## config.mk

```make
export PLATFORM = sky130hd
export DESIGN_NAME = ssb_serial
export DESIGN_NICKNAME = d
export VERILOG_FILES = /design/src/rtl/ssb_pkg.sv /design/src/rtl/ssb_serial.sv
export SDC_FILE = /design/constraint.sdc
export NUM_CORES = 1
export LEC_CHECK = 0
export CAP_MARGIN = 10
export CORE_AREA = 2 2 155 157
export DETAILED_ROUTE_END_ITERATION = 8
export DIE_AREA = 0 0 157 159
export DONT_BUFFER_PORTS = 1
export MAX_ROUTING_LAYER = met4
export PLACE_DENSITY_LB_ADDON = 0.05
export SLEW_MARGIN = 20
export SYNTH_ARGS = -nofsm -noshare
export SYNTH_HDL_FRONTEND = slang
export SYNTH_SLANG_ARGS = --single-unit
```

## constraint.sdc

```tcl
create_clock -name clk -period 2.4 [get_ports clk]
set_input_delay 0.48 -clock clk [delete_from_list [all_inputs] [get_ports clk]]
set_output_delay 0.48 -clock clk [all_outputs]
set_load 0.02 [all_outputs]
```

## src/rtl/ssb_pkg.sv

```systemverilog
package ssb_pkg;

    // ----------------------------------------------------------------
    // Register map (byte addresses, one 32-bit word each)
    // ----------------------------------------------------------------
    localparam logic [4:0] OFF_STATUS    = 5'h00;
    localparam logic [4:0] OFF_DIVISOR   = 5'h04;
    localparam logic [4:0] OFF_MODE      = 5'h08;
    localparam logic [4:0] OFF_CONTROL   = 5'h0c;
    localparam logic [4:0] OFF_TX_HOLD   = 5'h10;
    localparam logic [4:0] OFF_RX_HOLD   = 5'h14;
    localparam logic [4:0] OFF_IRQ_STAT  = 5'h18;
    localparam logic [4:0] OFF_IRQ_MASK  = 5'h1c;

    // ----------------------------------------------------------------
    // Status bit positions
    // ----------------------------------------------------------------
    localparam int BIT_TX_EMPTY  = 7;
    localparam int BIT_RX_FULL   = 6;
    localparam int BIT_PARITY    = 3;
    localparam int BIT_TX_END    = 2;
    localparam int BIT_MP_RX     = 1;
    localparam int BIT_MP_TX     = 0;

    // Interrupt status and mask bit positions.
    localparam int IRQ_RX_FULL   = 0;
    localparam int IRQ_TX_EMPTY  = 1;
    localparam int IRQ_TX_END    = 2;
    localparam int IRQ_PARITY    = 3;

    // ----------------------------------------------------------------
    // Reset values and timing
    // ----------------------------------------------------------------
    localparam logic [7:0] DIVISOR_RESET  = 8'hff;
    localparam logic [3:0] ASYNC_BIT_LAST = 4'hf;  // 16 sample ticks per bit.
    localparam logic [3:0] SYNC_BIT_LAST  = 4'h1;  // 2 sample ticks per bit.
    localparam logic [3:0] ASYNC_MID      = 4'h7;
    localparam logic [3:0] SYNC_BITS      = 4'h8;

    typedef struct packed {
        logic       sync_mode;
        logic       parity_en;
        logic       parity_odd_select;
        logic       mp_en;
        logic       clock_select_hi;
        logic       clock_select_lo;
    } ssb_mode_type;

    typedef struct packed {
        logic receiver_enable_bit;
        logic transmitter_enable_bit;
    } ssb_control_type;

    typedef enum logic {
        ST_IDLE,
        ST_RUN
    } ssb_state_type;

endpackage : ssb_pkg

```

## src/rtl/ssb_serial.sv

```systemverilog
// Behaviour
// - Parity error sets when ones in data plus parity mismatch odd/even select.
// - Parity error clears only by writing 0 after reading it as 1.
// - Receiver disabled leaves the parity error flag unchanged.
// - Parity error still loads rx holding register but leaves rx full clear.
// - Parity error blocks reception; in synchronous mode blocks all transfers.
// - Transmit end is read-only bit 2, resets to 1.
// - Transmit end clears on tx empty software clear or tx holding write.
// - Transmit end sets when transmitter disabled or last bit sent with empty.
// - Async multiprocessor format captures received mp bit into read-only bit 1.
// - Receiver disabled keeps the captured mp bit unchanged.
// - Writable bit 0 is sent as mp bit of each async multiprocessor character.
// - Mp transmit bit ignored in sync mode, mp disabled or tx disabled.
// - Eight-bit divisor with prescaled clock sets both tx and rx bit rate.
// - Divisor register readable and writable at any time.
// - Divisor loads all ones on reset and on low-power mode entry.
// - Async bit rate is clock over 64, over 4 to the n, over divisor plus one.
// - Clock select picks clock, clock/4, clock/16 or clock/64.
`timescale 1ns/1ps
`default_nettype none

module ssb_serial
    import ssb_pkg::*;
(
    input  wire logic        clk,
    input  wire logic        arst_n,
    input  wire logic        ce,
    input  wire logic        low_power_entry,
    input  wire logic [4:0]  address,
    input  wire logic        read,
    input  wire logic        write,
    input  wire logic [3:0]  byteenable,
    input  wire logic [31:0] writedata,
    output logic      [31:0] readdata,
    output logic             waitrequest,
    input  wire logic        rxd,
    output logic             txd,
    output logic             sck_out,
    output logic             irq
);

    // ----------------------------------------------------------------
    // Registers and state
    // ----------------------------------------------------------------
    logic [7:0]       bit_rate_divisor;
    ssb_mode_type     serial_mode_reg;
    ssb_control_type  serial_control_reg;
    logic [7:0]       tx_holding_reg;
    logic [7:0]       rx_holding_reg;
    logic             tx_buffer_empty_flag;
    logic             rx_full_flag;
    logic             parity_error_flag;
    logic             transmit_end_flag;
    logic             mp_bit_received;
    logic             mp_bit_to_send;
    logic             seen_tx_empty;
    logic             seen_rx_full;
    logic             seen_parity;
    logic [3:0]       irq_status;
    logic [3:0]       irq_mask;

    logic [5:0]       pre_cnt;
    logic [7:0]       div_cnt;
    logic [1:0]       quad_cnt;
    logic             pre_tick;
    logic             base_tick;
    logic             samp_tick;

    ssb_state_type    tx_state;
    logic [10:0]      tx_sh;
    logic [3:0]       tx_left;
    logic [3:0]       tx_phase;
    logic             tx_has_char;
    logic             frame_rx;
    logic [7:0]       sync_rx_sh;

    ssb_state_type    rx_state;
    logic [3:0]       rx_phase;
    logic [3:0]       rx_cnt;
    logic [9:0]       rx_sh;
    logic             rxd_q;

    logic             bus_wr;
    logic             bus_rd;
    logic             wr_b0;
    logic             te;
    logic             re;
    logic             sync;
    logic             extra_en;
    logic [3:0]       bit_last;
    logic             tx_load;
    logic             tx_start;
    logic             tx_bit_end;
    logic             tx_last;
    logic             async_done;
    logic             sync_done;
    logic             rx_done;
    logic [7:0]       rx_byte;
    logic             rx_extra;
    logic             parity_bad;
    logic             sw_clr_tx_empty;
    logic             sw_clr_rx_full;
    logic             sw_clr_parity;
    logic             tx_hold_wr;
    logic             rx_hold_rd;
    logic [31:0]      next_readdata;
    logic [3:0]       irq_events;

    assign te       = serial_control_reg.transmitter_enable_bit;
    assign re       = serial_control_reg.receiver_enable_bit;
    assign sync     = serial_mode_reg.sync_mode;
    assign extra_en = serial_mode_reg.parity_en | serial_mode_reg.mp_en;
    assign bit_last = sync ? SYNC_BIT_LAST : ASYNC_BIT_LAST;

    // ----------------------------------------------------------------
    // Avalon-MM slave: one wait cycle, then the access completes
    // ----------------------------------------------------------------
    // The answer is prepared while waitrequest is high, so readdata is a
    // flip-flop and every side effect lands on the completing edge only.
    assign bus_wr = write && !waitrequest;
    assign bus_rd = read && !waitrequest;
    assign wr_b0  = bus_wr && byteenable[0];

    always_comb begin
        next_readdata = 32'h0000_0000;
        if (address == OFF_STATUS) begin
            next_readdata[BIT_TX_EMPTY] = tx_buffer_empty_flag;
            next_readdata[BIT_RX_FULL]  = rx_full_flag;
            next_readdata[BIT_PARITY]   = parity_error_flag;
            next_readdata[BIT_TX_END]   = transmit_end_flag;
            next_readdata[BIT_MP_RX]    = mp_bit_received;
            next_readdata[BIT_MP_TX]    = mp_bit_to_send;
        end else if (address == OFF_DIVISOR) begin
            next_readdata[7:0] = bit_rate_divisor;
        end else if (address == OFF_MODE) begin
            next_readdata[5:0] = serial_mode_reg;
        end else if (address == OFF_CONTROL) begin
            next_readdata[1:0] = serial_control_reg;
        end else if (address == OFF_TX_HOLD) begin
            next_readdata[7:0] = tx_holding_reg;
        end else if (address == OFF_RX_HOLD) begin
            next_readdata[7:0] = rx_holding_reg;
        end else if (address == OFF_IRQ_STAT) begin
            next_readdata[3:0] = irq_status;
        end else if (address == OFF_IRQ_MASK) begin
            next_readdata[3:0] = irq_mask;
        end
    end

    always_ff @(posedge clk or negedge arst_n) begin
        if (!arst_n) begin
            waitrequest <= 1'b1;
            readdata    <= 32'h0000_0000;
        end else if (ce) begin
            if ((read || write) && waitrequest) begin
                waitrequest <= 1'b0;
                readdata    <= next_readdata;
            end else begin
                waitrequest <= 1'b1;
            end
        end
    end

    // ----------------------------------------------------------------
    // Software-owned registers
    // ----------------------------------------------------------------
    always_ff @(posedge clk or negedge arst_n) begin
        if (!arst_n) begin
            bit_rate_divisor <= DIVISOR_RESET;
        end else if (ce) begin
            if (low_power_entry) begin
                bit_rate_divisor <= DIVISOR_RESET;
            end else if (wr_b0 && address == OFF_DIVISOR) begin
                bit_rate_divisor <= writedata[7:0];
            end
        end
    end

    always_ff @(posedge clk or negedge arst_n) begin
        if (!arst_n) begin
            serial_mode_reg    <= '0;
            serial_control_reg <= '0;
            irq_mask           <= 4'h0;
            mp_bit_to_send     <= 1'b0;
            tx_holding_reg     <= 8'h00;
        end else if (ce && wr_b0) begin
            if (address == OFF_MODE) begin
                serial_mode_reg <= writedata[5:0];
            end else if (address == OFF_CONTROL) begin
                serial_control_reg <= writedata[1:0];
            end else if (address == OFF_IRQ_MASK) begin
                irq_mask <= writedata[3:0];
            end else if (address == OFF_STATUS) begin
                mp_bit_to_send <= writedata[BIT_MP_TX];
            end else if (address == OFF_TX_HOLD) begin
                tx_holding_reg <= writedata[7:0];
            end
        end
    end

    // A clear by writing 0 is honoured only after the same flag was read
    // as 1, so a late write cannot wipe an event software never saw.
    always_ff @(posedge clk or negedge arst_n) begin
        if (!arst_n) begin
            seen_tx_empty <= 1'b0;
            seen_rx_full  <= 1'b0;
            seen_parity   <= 1'b0;
        end else if (ce) begin
            if (bus_rd && address == OFF_STATUS) begin
                seen_tx_empty <= readdata[BIT_TX_EMPTY];
                seen_rx_full  <= readdata[BIT_RX_FULL];
                seen_parity   <= readdata[BIT_PARITY];
            end else if (wr_b0 && address == OFF_STATUS) begin
                seen_tx_empty <= 1'b0;
                seen_rx_full  <= 1'b0;
                seen_parity   <= 1'b0;
            end
        end
    end

    assign sw_clr_tx_empty = wr_b0 && address == OFF_STATUS && seen_tx_empty
                             && !writedata[BIT_TX_EMPTY];
    assign sw_clr_rx_full  = wr_b0 && address == OFF_STATUS && seen_rx_full
                             && !writedata[BIT_RX_FULL];
    assign sw_clr_parity   = wr_b0 && address == OFF_STATUS && seen_parity
                             && !writedata[BIT_PARITY];
    assign tx_hold_wr      = wr_b0 && address == OFF_TX_HOLD;
    assign rx_hold_rd      = bus_rd && address == OFF_RX_HOLD;

    // ----------------------------------------------------------------
    // Baud rate generator
    // ----------------------------------------------------------------
    always_comb begin
        case ({serial_mode_reg.clock_select_hi, serial_mode_reg.clock_select_lo})
            2'h0:    pre_tick = 1'b1;
            2'h1:    pre_tick = (pre_cnt[1:0] == 2'h3);
            2'h2:    pre_tick = (pre_cnt[3:0] == 4'hf);
            default: pre_tick = (pre_cnt == 6'h3f);
        endcase
    end

    // The >= compare lets a smaller divisor take effect at once instead of
    // waiting for the counter to wrap through 255.
    assign base_tick = pre_tick && (div_cnt >= bit_rate_divisor);
    assign samp_tick = base_tick && (quad_cnt == 2'h3);

    always_ff @(posedge clk or negedge arst_n) begin
        if (!arst_n) begin
            pre_cnt  <= 6'h00;
            div_cnt  <= 8'h00;
            quad_cnt <= 2'h0;
        end else if (ce) begin
            pre_cnt <= pre_cnt + 6'h01;
            if (base_tick) begin
                div_cnt  <= 8'h00;
                quad_cnt <= quad_cnt + 2'h1;
            end else if (pre_tick) begin
                div_cnt <= div_cnt + 8'h01;
            end
        end
    end

    // ----------------------------------------------------------------
    // Transmit engine (also clocks synchronous frames)
    // ----------------------------------------------------------------
    assign tx_load    = samp_tick && tx_state == ST_IDLE && te && !tx_buffer_empty_flag
                        && !(sync && parity_error_flag);
    assign tx_start   = tx_load || (samp_tick && tx_state == ST_IDLE && sync && re && !te
                        && !rx_full_flag && !parity_error_flag);
    assign tx_bit_end = samp_tick && tx_state == ST_RUN && tx_phase == bit_last;
    assign tx_last    = tx_bit_end && tx_left == 4'h1;
    assign sync_done  = tx_last && sync && frame_rx;

    always_ff @(posedge clk or negedge arst_n) begin
        if (!arst_n) begin
            tx_state    <= ST_IDLE;
            tx_sh       <= 11'h7ff;
            tx_left     <= 4'h0;
            tx_phase    <= 4'h0;
            tx_has_char <= 1'b0;
            frame_rx    <= 1'b0;
        end else if (ce) begin
            if (tx_start) begin
                tx_state    <= ST_RUN;
                tx_phase    <= 4'h0;
                tx_has_char <= tx_load;
                frame_rx    <= sync && re;
                if (sync) begin
                    tx_sh   <= {3'h7, tx_load ? tx_holding_reg : 8'hff};
                    tx_left <= SYNC_BITS;
                end else if (serial_mode_reg.mp_en) begin
                    tx_sh   <= {1'b1, mp_bit_to_send, tx_holding_reg, 1'b0};
                    tx_left <= 4'hb;
                end else if (serial_mode_reg.parity_en) begin
                    tx_sh   <= {1'b1, ^tx_holding_reg ^ serial_mode_reg.parity_odd_select,
                                tx_holding_reg, 1'b0};
                    tx_left <= 4'hb;
                end else begin
                    tx_sh   <= {2'h3, tx_holding_reg, 1'b0};
                    tx_left <= 4'ha;
                end
            end else if (samp_tick && tx_state == ST_RUN) begin
                tx_phase <= tx_bit_end ? 4'h0 : tx_phase + 4'h1;
                if (tx_bit_end) begin
                    tx_sh   <= {1'b1, tx_sh[10:1]};
                    tx_left <= tx_left - 4'h1;
                    if (tx_last) begin
                        tx_state <= ST_IDLE;
                    end
                end
            end
        end
    end

    // Synchronous receive samples on the rising serial clock edge.
    always_ff @(posedge clk or negedge arst_n) begin
        if (!arst_n) begin
            sync_rx_sh <= 8'h00;
        end else if (ce && samp_tick && tx_state == ST_RUN && sync && tx_phase == 4'h0) begin
            sync_rx_sh <= {rxd, sync_rx_sh[7:1]};
        end
    end

    always_ff @(posedge clk or negedge arst_n) begin
        if (!arst_n) begin
            txd     <= 1'b1;
            sck_out <= 1'b1;
        end else if (ce) begin
            txd     <= (tx_state == ST_RUN) ? tx_sh[0] : 1'b1;
            sck_out <= !(tx_state == ST_RUN && sync && tx_phase == 4'h0);
        end
    end

    // ----------------------------------------------------------------
    // Asynchronous receive engine
    // ----------------------------------------------------------------
    assign async_done = samp_tick && rx_state == ST_RUN && rx_phase == ASYNC_MID
                        && rx_cnt == (extra_en ? 4'ha : 4'h9);

    always_ff @(posedge clk or negedge arst_n) begin
        if (!arst_n) begin
            rx_state <= ST_IDLE;
            rx_phase <= 4'h0;
            rx_cnt   <= 4'h0;
            rx_sh    <= 10'h000;
            rxd_q    <= 1'b1;
        end else if (ce && samp_tick) begin
            rxd_q <= rxd;
            if (rx_state == ST_IDLE) begin
                if (re && !sync && !parity_error_flag && rxd_q && !rxd) begin
                    rx_state <= ST_RUN;
                    rx_phase <= 4'h0;
                    rx_cnt   <= 4'h0;
                    rx_sh    <= 10'h000;
                end
            end else if (!re || sync) begin
                rx_state <= ST_IDLE;
            end else begin
                rx_phase <= rx_phase + 4'h1;
                if (rx_phase == ASYNC_MID) begin
                    if (rx_cnt == 4'h0 && rxd) begin
                        rx_state <= ST_IDLE;
                    end else begin
                        rx_cnt <= rx_cnt + 4'h1;
                        if (rx_cnt != 4'h0) begin
                            rx_sh <= {rxd, rx_sh[9:1]};
                        end
                        if (async_done) begin
                            rx_state <= ST_IDLE;
                        end
                    end
                end
            end
        end
    end

    // While the stop bit is sampled, before it shifts in, data sits low when an extra bit
    // is present and one place higher when it is not.
    assign rx_done    = (async_done || sync_done) && re;
    assign rx_byte    = sync_done ? sync_rx_sh : (extra_en ? rx_sh[8:1] : rx_sh[9:2]);
    assign rx_extra   = rx_sh[9];
    assign parity_bad = async_done && serial_mode_reg.parity_en && !serial_mode_reg.mp_en
                        && ((^rx_byte ^ rx_extra) != serial_mode_reg.parity_odd_select);

    // ----------------------------------------------------------------
    // Status flags (a hardware set always wins over a clear)
    // ----------------------------------------------------------------
    always_ff @(posedge clk or negedge arst_n) begin
        if (!arst_n) begin
            rx_holding_reg    <= 8'h00;
            rx_full_flag      <= 1'b0;
            parity_error_flag <= 1'b0;
            mp_bit_received   <= 1'b0;
        end else if (ce) begin
            if (rx_done) begin
                rx_holding_reg <= rx_byte;
            end
            if (rx_done && !parity_bad) begin
                rx_full_flag <= 1'b1;
            end else if (sw_clr_rx_full || rx_hold_rd) begin
                rx_full_flag <= 1'b0;
            end
            // Only reception ever sets the flag, so a disabled receiver
            // leaves it exactly as it was.
            if (rx_done && parity_bad) begin
                parity_error_flag <= 1'b1;
            end else if (sw_clr_parity) begin
                parity_error_flag <= 1'b0;
            end
            if (async_done && re && serial_mode_reg.mp_en) begin
                mp_bit_received <= rx_extra;
            end
        end
    end

    always_ff @(posedge clk or negedge arst_n) begin
        if (!arst_n) begin
            tx_buffer_empty_flag <= 1'b1;
            transmit_end_flag    <= 1'b1;
        end else if (ce) begin
            if (!te || tx_load) begin
                tx_buffer_empty_flag <= 1'b1;
            end else if (sw_clr_tx_empty || tx_hold_wr) begin
                tx_buffer_empty_flag <= 1'b0;
            end
            if (!te || (tx_last && tx_has_char && tx_buffer_empty_flag)) begin
                transmit_end_flag <= 1'b1;
            end else if (sw_clr_tx_empty || tx_hold_wr) begin
                transmit_end_flag <= 1'b0;
            end
        end
    end

    // ----------------------------------------------------------------
    // Interrupts
    // ----------------------------------------------------------------
    assign irq_events[IRQ_RX_FULL]  = rx_done && !parity_bad;
    assign irq_events[IRQ_TX_EMPTY] = tx_load;
    assign irq_events[IRQ_TX_END]   = tx_last && tx_has_char && tx_buffer_empty_flag;
    assign irq_events[IRQ_PARITY]   = rx_done && parity_bad;

    always_ff @(posedge clk or negedge arst_n) begin
        if (!arst_n) begin
            irq_status <= 4'h0;
            irq        <= 1'b0;
        end else if (ce) begin
            if (wr_b0 && address == OFF_IRQ_STAT) begin
                irq_status <= (irq_status & ~writedata[3:0]) | irq_events;
            end else begin
                irq_status <= irq_status | irq_events;
            end
            irq <= |(irq_status & irq_mask);
        end
    end

endmodule : ssb_serial

`default_nettype wire

```

==> impl_metrics.csv <==
group,metric,value,unit
synth,synth_top_area_share,36.69,%
drt,antenna_violating_nets_post_route,0,
floorplanning,core_area,0.02319,mm2
clock_tree,clk_pin_slew,60,ps
clock_tree,clock_tree.htree_level_count,4,
drt,drt_pass1_iterations,5,
global_routing,grt_max_degree,126,
layout,fillers,2297,
layout,top_register,"tx_sh",
floorplanning,die_w,157,um
critical_path,cp_max_fo,5,
place,numPortBuffers,0,
critical_path,reg2reg_to,"tx_left[1]",
global_routing,grt_pass1_vias,5544,
synth,ys_warn_count,0,
synth,ys_ff_latch,125,
synth,synth_flop_cell,"dfrtp_1",
global_routing,grt_pass1_wl,32.03,mm
critical_path,crit_family,"simple AND/OR/NAND/NOR gates",
critical_path,worst_ep_required_time,2710,ps
floorplanning,die_height,159,um
timing,whs,-253.4,ps
synth,synthTopCellsByArea,"dfrtp_1 (37%), dfstp_2 (9.2%), nand2_1 (6.3%), mux2_2 (5.6%), o21ai_0 (4.7%)",
drt,via_per_inst,4.763,
critical_path,r2r_start,"bit_rate_divisor[3]",
layout,nNetsFinal,864,
drt,route.detailed.wl_per_inst,17.88,um
floorplanning,die_area,0.02496,mm2
clock_tree,clock_latency,430,ps
synth,synth.largest_area_cell,"dfrtp_1",
synth,avgSynthCellArea,9.674,um2
clock_tree,cts_root_buffer,"clkbuf_16",
synth,synth_edf_count,0,
pwr,fin_total_pwr,5.832,mW
job,maxCapViolCount,0,
layout,final_layout_size_suffix_gt1_share,33.42,%
critical_path,crit_buf_inv,4,
outcome,violations,"hold timing, setup timing",
timing,fin_crit,2698,ps
clock_tree,cts_buffers,17,
timing,rsz0062_at_grt,"true",
layout,multi_input_area,0.003928,mm2
drt,drc,0,
floorplanning,io_pins,84,
pwr,power_per_cell_area,644.0,mW/mm2
layout,reg_top3,"tx_sh: 10 flops, rx_sh: 9 flops",
layout,diodes,0,
floorplanning,rows,56,
hold_path,min_path_type,"in -> async",
global_routing,grt_usage,17.30,%
place,dp_hpwl,14.08,mm
clock_tree,tritoncts,"yes",
synth,synthCells,712,
drt,drt-total-wl,20.21,mm
synth,synth_seq_area_share,45.85,%
synth,yosysMostFrequentCell,"nand2_1",
drt,dr.first_iter.drc_count,254,
synth,syn_area,0.006888,mm2
pwr,power_leakage,3.818,nW
critical_path,arrival,3010,ps
critical_path,r2r_slack,-300,ps
critical_path,path_cells,"inv_2 > ha_4 > o21a_1 > nor2_2 > o311ai_4 > buf_12 > buf_4 > buf_6 > nand3_4 > or3_4 > nor2_4 > a21oi_2 > mux2_4",
outcome,status,"complete, but fails checks",
timing,fmax,370.6,MHz
synth,synth_commonest_cells,"nand2_1 (116), dfrtp_1 (101), o21ai_0 (65)",
timing,drv_slew,0,
critical_path,crit_path_start_kind,"flip-flop",
critical_path,worstSetupPathType,"reg -> reg",
timing,worst-slew-pin-transition,958.0,ps
synth,yosysUniqueCellTypes,64,
timing,finalHoldViolCount,113,
timing,finalCritPeriodShare,112.4,%
timing,finalSetupViolCount,55,
place,gp_congestion,0.7840,
global_routing,antenna_found_initial,0,
critical_path,max_stage_delay,540,ps
clock_tree,clockBufferDepth,2,
timing,slew_headroom,35.71,%
layout,syn2layout_area_growth,31.48,%
critical_path,endpoint_kind,"flip-flop",
layout,seq_area,0.003158,mm2
critical_path,crit_slowest_cell,"dfstp_2",
timing,clock_skew,10.66,ps
clock_tree,cts_sinks,125,
timing,setup_slack,-298.3,ps
pwr,ir_worst_vdd,0.0003218,V
layout,largest_reg_flops,10,
global_routing,grt.overflow.total,0,
drt,vias,5382,
floorplanning,start_util,29.70,%
critical_path,r2r_cells,13,
synth,async_flop_share,100.0,%
-- final cells by class --
type / instances / area share, %
clock inverter: 13 / 1.575
timing repair buffer: 96 / 10.10
sequential: 125 / 34.87
multi-input combinational: 539 / 43.37
inverter: 19 / 0.7875
clock buffer: 19 / 4.891
tap: 319 / 4.407
-- cell families (layout without fill, tap and decap cells) --
family	Yosys count	after routing	synth area share, %
AOI/OAI and AO/OA	152	152	13.97
other	1	24	0.05444
DFF	125	125	45.85
muxes	46	46	8.392
buffers and inverters	71	147	5.250
adders and majority gates	18	18	3.270
xor gates and xnor gates	38	38	4.832
and+or+nand+nor	261	261	18.38
-- power by group --
group | total (mW) | switching, mW | internal (mW)
Sequential | 2.43 | 0.157 | 2.27
Clock | 2.60 | 1.04 | 1.56
Combinational | 0.809 | 0.393 | 0.416
-- routing by layer --
metal	GRT usage (%)	vias to the layer above	routed length (um)
li1	-	2643	-
met1	22.81	2636	9526
met2	26.50	79	9579
met3	3.865	24	722
met4	5.296	0	378
met5	-	-	0
-- cells in the final DEF, fill, tap and decap left out, types with 7 or more instances in the layout --
master	synthesis	final
dfstp_2	24	24
nor3_1	18	13
buf_4	24	64
nor2_1	43	36
a22oi_1	8	8
dfrtp_1	101	101
ha_4	0	7
inv_1	19	12
nand2_2	0	12
o21ai_0	65	48
nor2b_1	10	10
xor2_1	16	16
o21ai_1	6	20
clkbuf_16	0	19
conb_1	1	24
nand3_1	21	21
nand2_1	116	101
xnor2_1	22	20
inv_2	0	7
a31oi_1	11	11
mux2_4	0	10
nand4_1	7	7
ha_1	18	11
buf_6	0	23
mux2_2	34	24
a21oi_1	23	22
-- how the worst max path moves through the flow --
stage / startpoint / to / depth (start not counted) / slack (ps)
after detailed placement: bit_rate_divisor[0] / rx_full_flag / 10 / -420
after global placement: bit_rate_divisor[0] / rx_full_flag / 10 / -340
final: bit_rate_divisor[3] / tx_left[1] / 13 / -300
after floorplan: bit_rate_divisor[5] / tx_left[3] / 9 / -80
after global routing: bit_rate_divisor[1] / rx_full_flag / 11 / -430
after CTS: bit_rate_divisor[0] / rx_full_flag / 11 / -330
-- worst reg2reg max path, stage by stage (launching register included) --
cell and delay [ps]:
dfstp_2 540, inv_2 50, ha_4 250, o21a_1 120, nor2_2 50, o311ai_4 280
buf_12 150, buf_4 100, buf_6 90, nand3_4 100, or3_4 430, nor2_4 130
a21oi_2 40, mux2_4 250
-- per-stage QoR --
step,area [um2],TNS [ps],setup slack [ps],utilization [%],cells
final,9056,-10140,-298.3,39.05,1130
after global routing,9056,-17810,-425.5,39.05,1130
after CTS,8783,-9402,-325.1,37.87,1119
after detailed placement,7699,-12020,-420.2,33.19,1070
after global placement,7699,-10670,-342.5,33.19,1070
after floorplan,7048,-242.5,-78.45,-,735
-- timing repair --
item / 4_1_cts / 5_1_grt
cloned: 4 / 3
setup buffers: 15 / 8
gates resized for setup: 90 / 50
endpoints found under the setup margin: 62 / 67
pin swaps: 40 / 18
endpoints found under the hold margin: 125 / 125
Note: power is estimated with default switching activity, not from simulation.
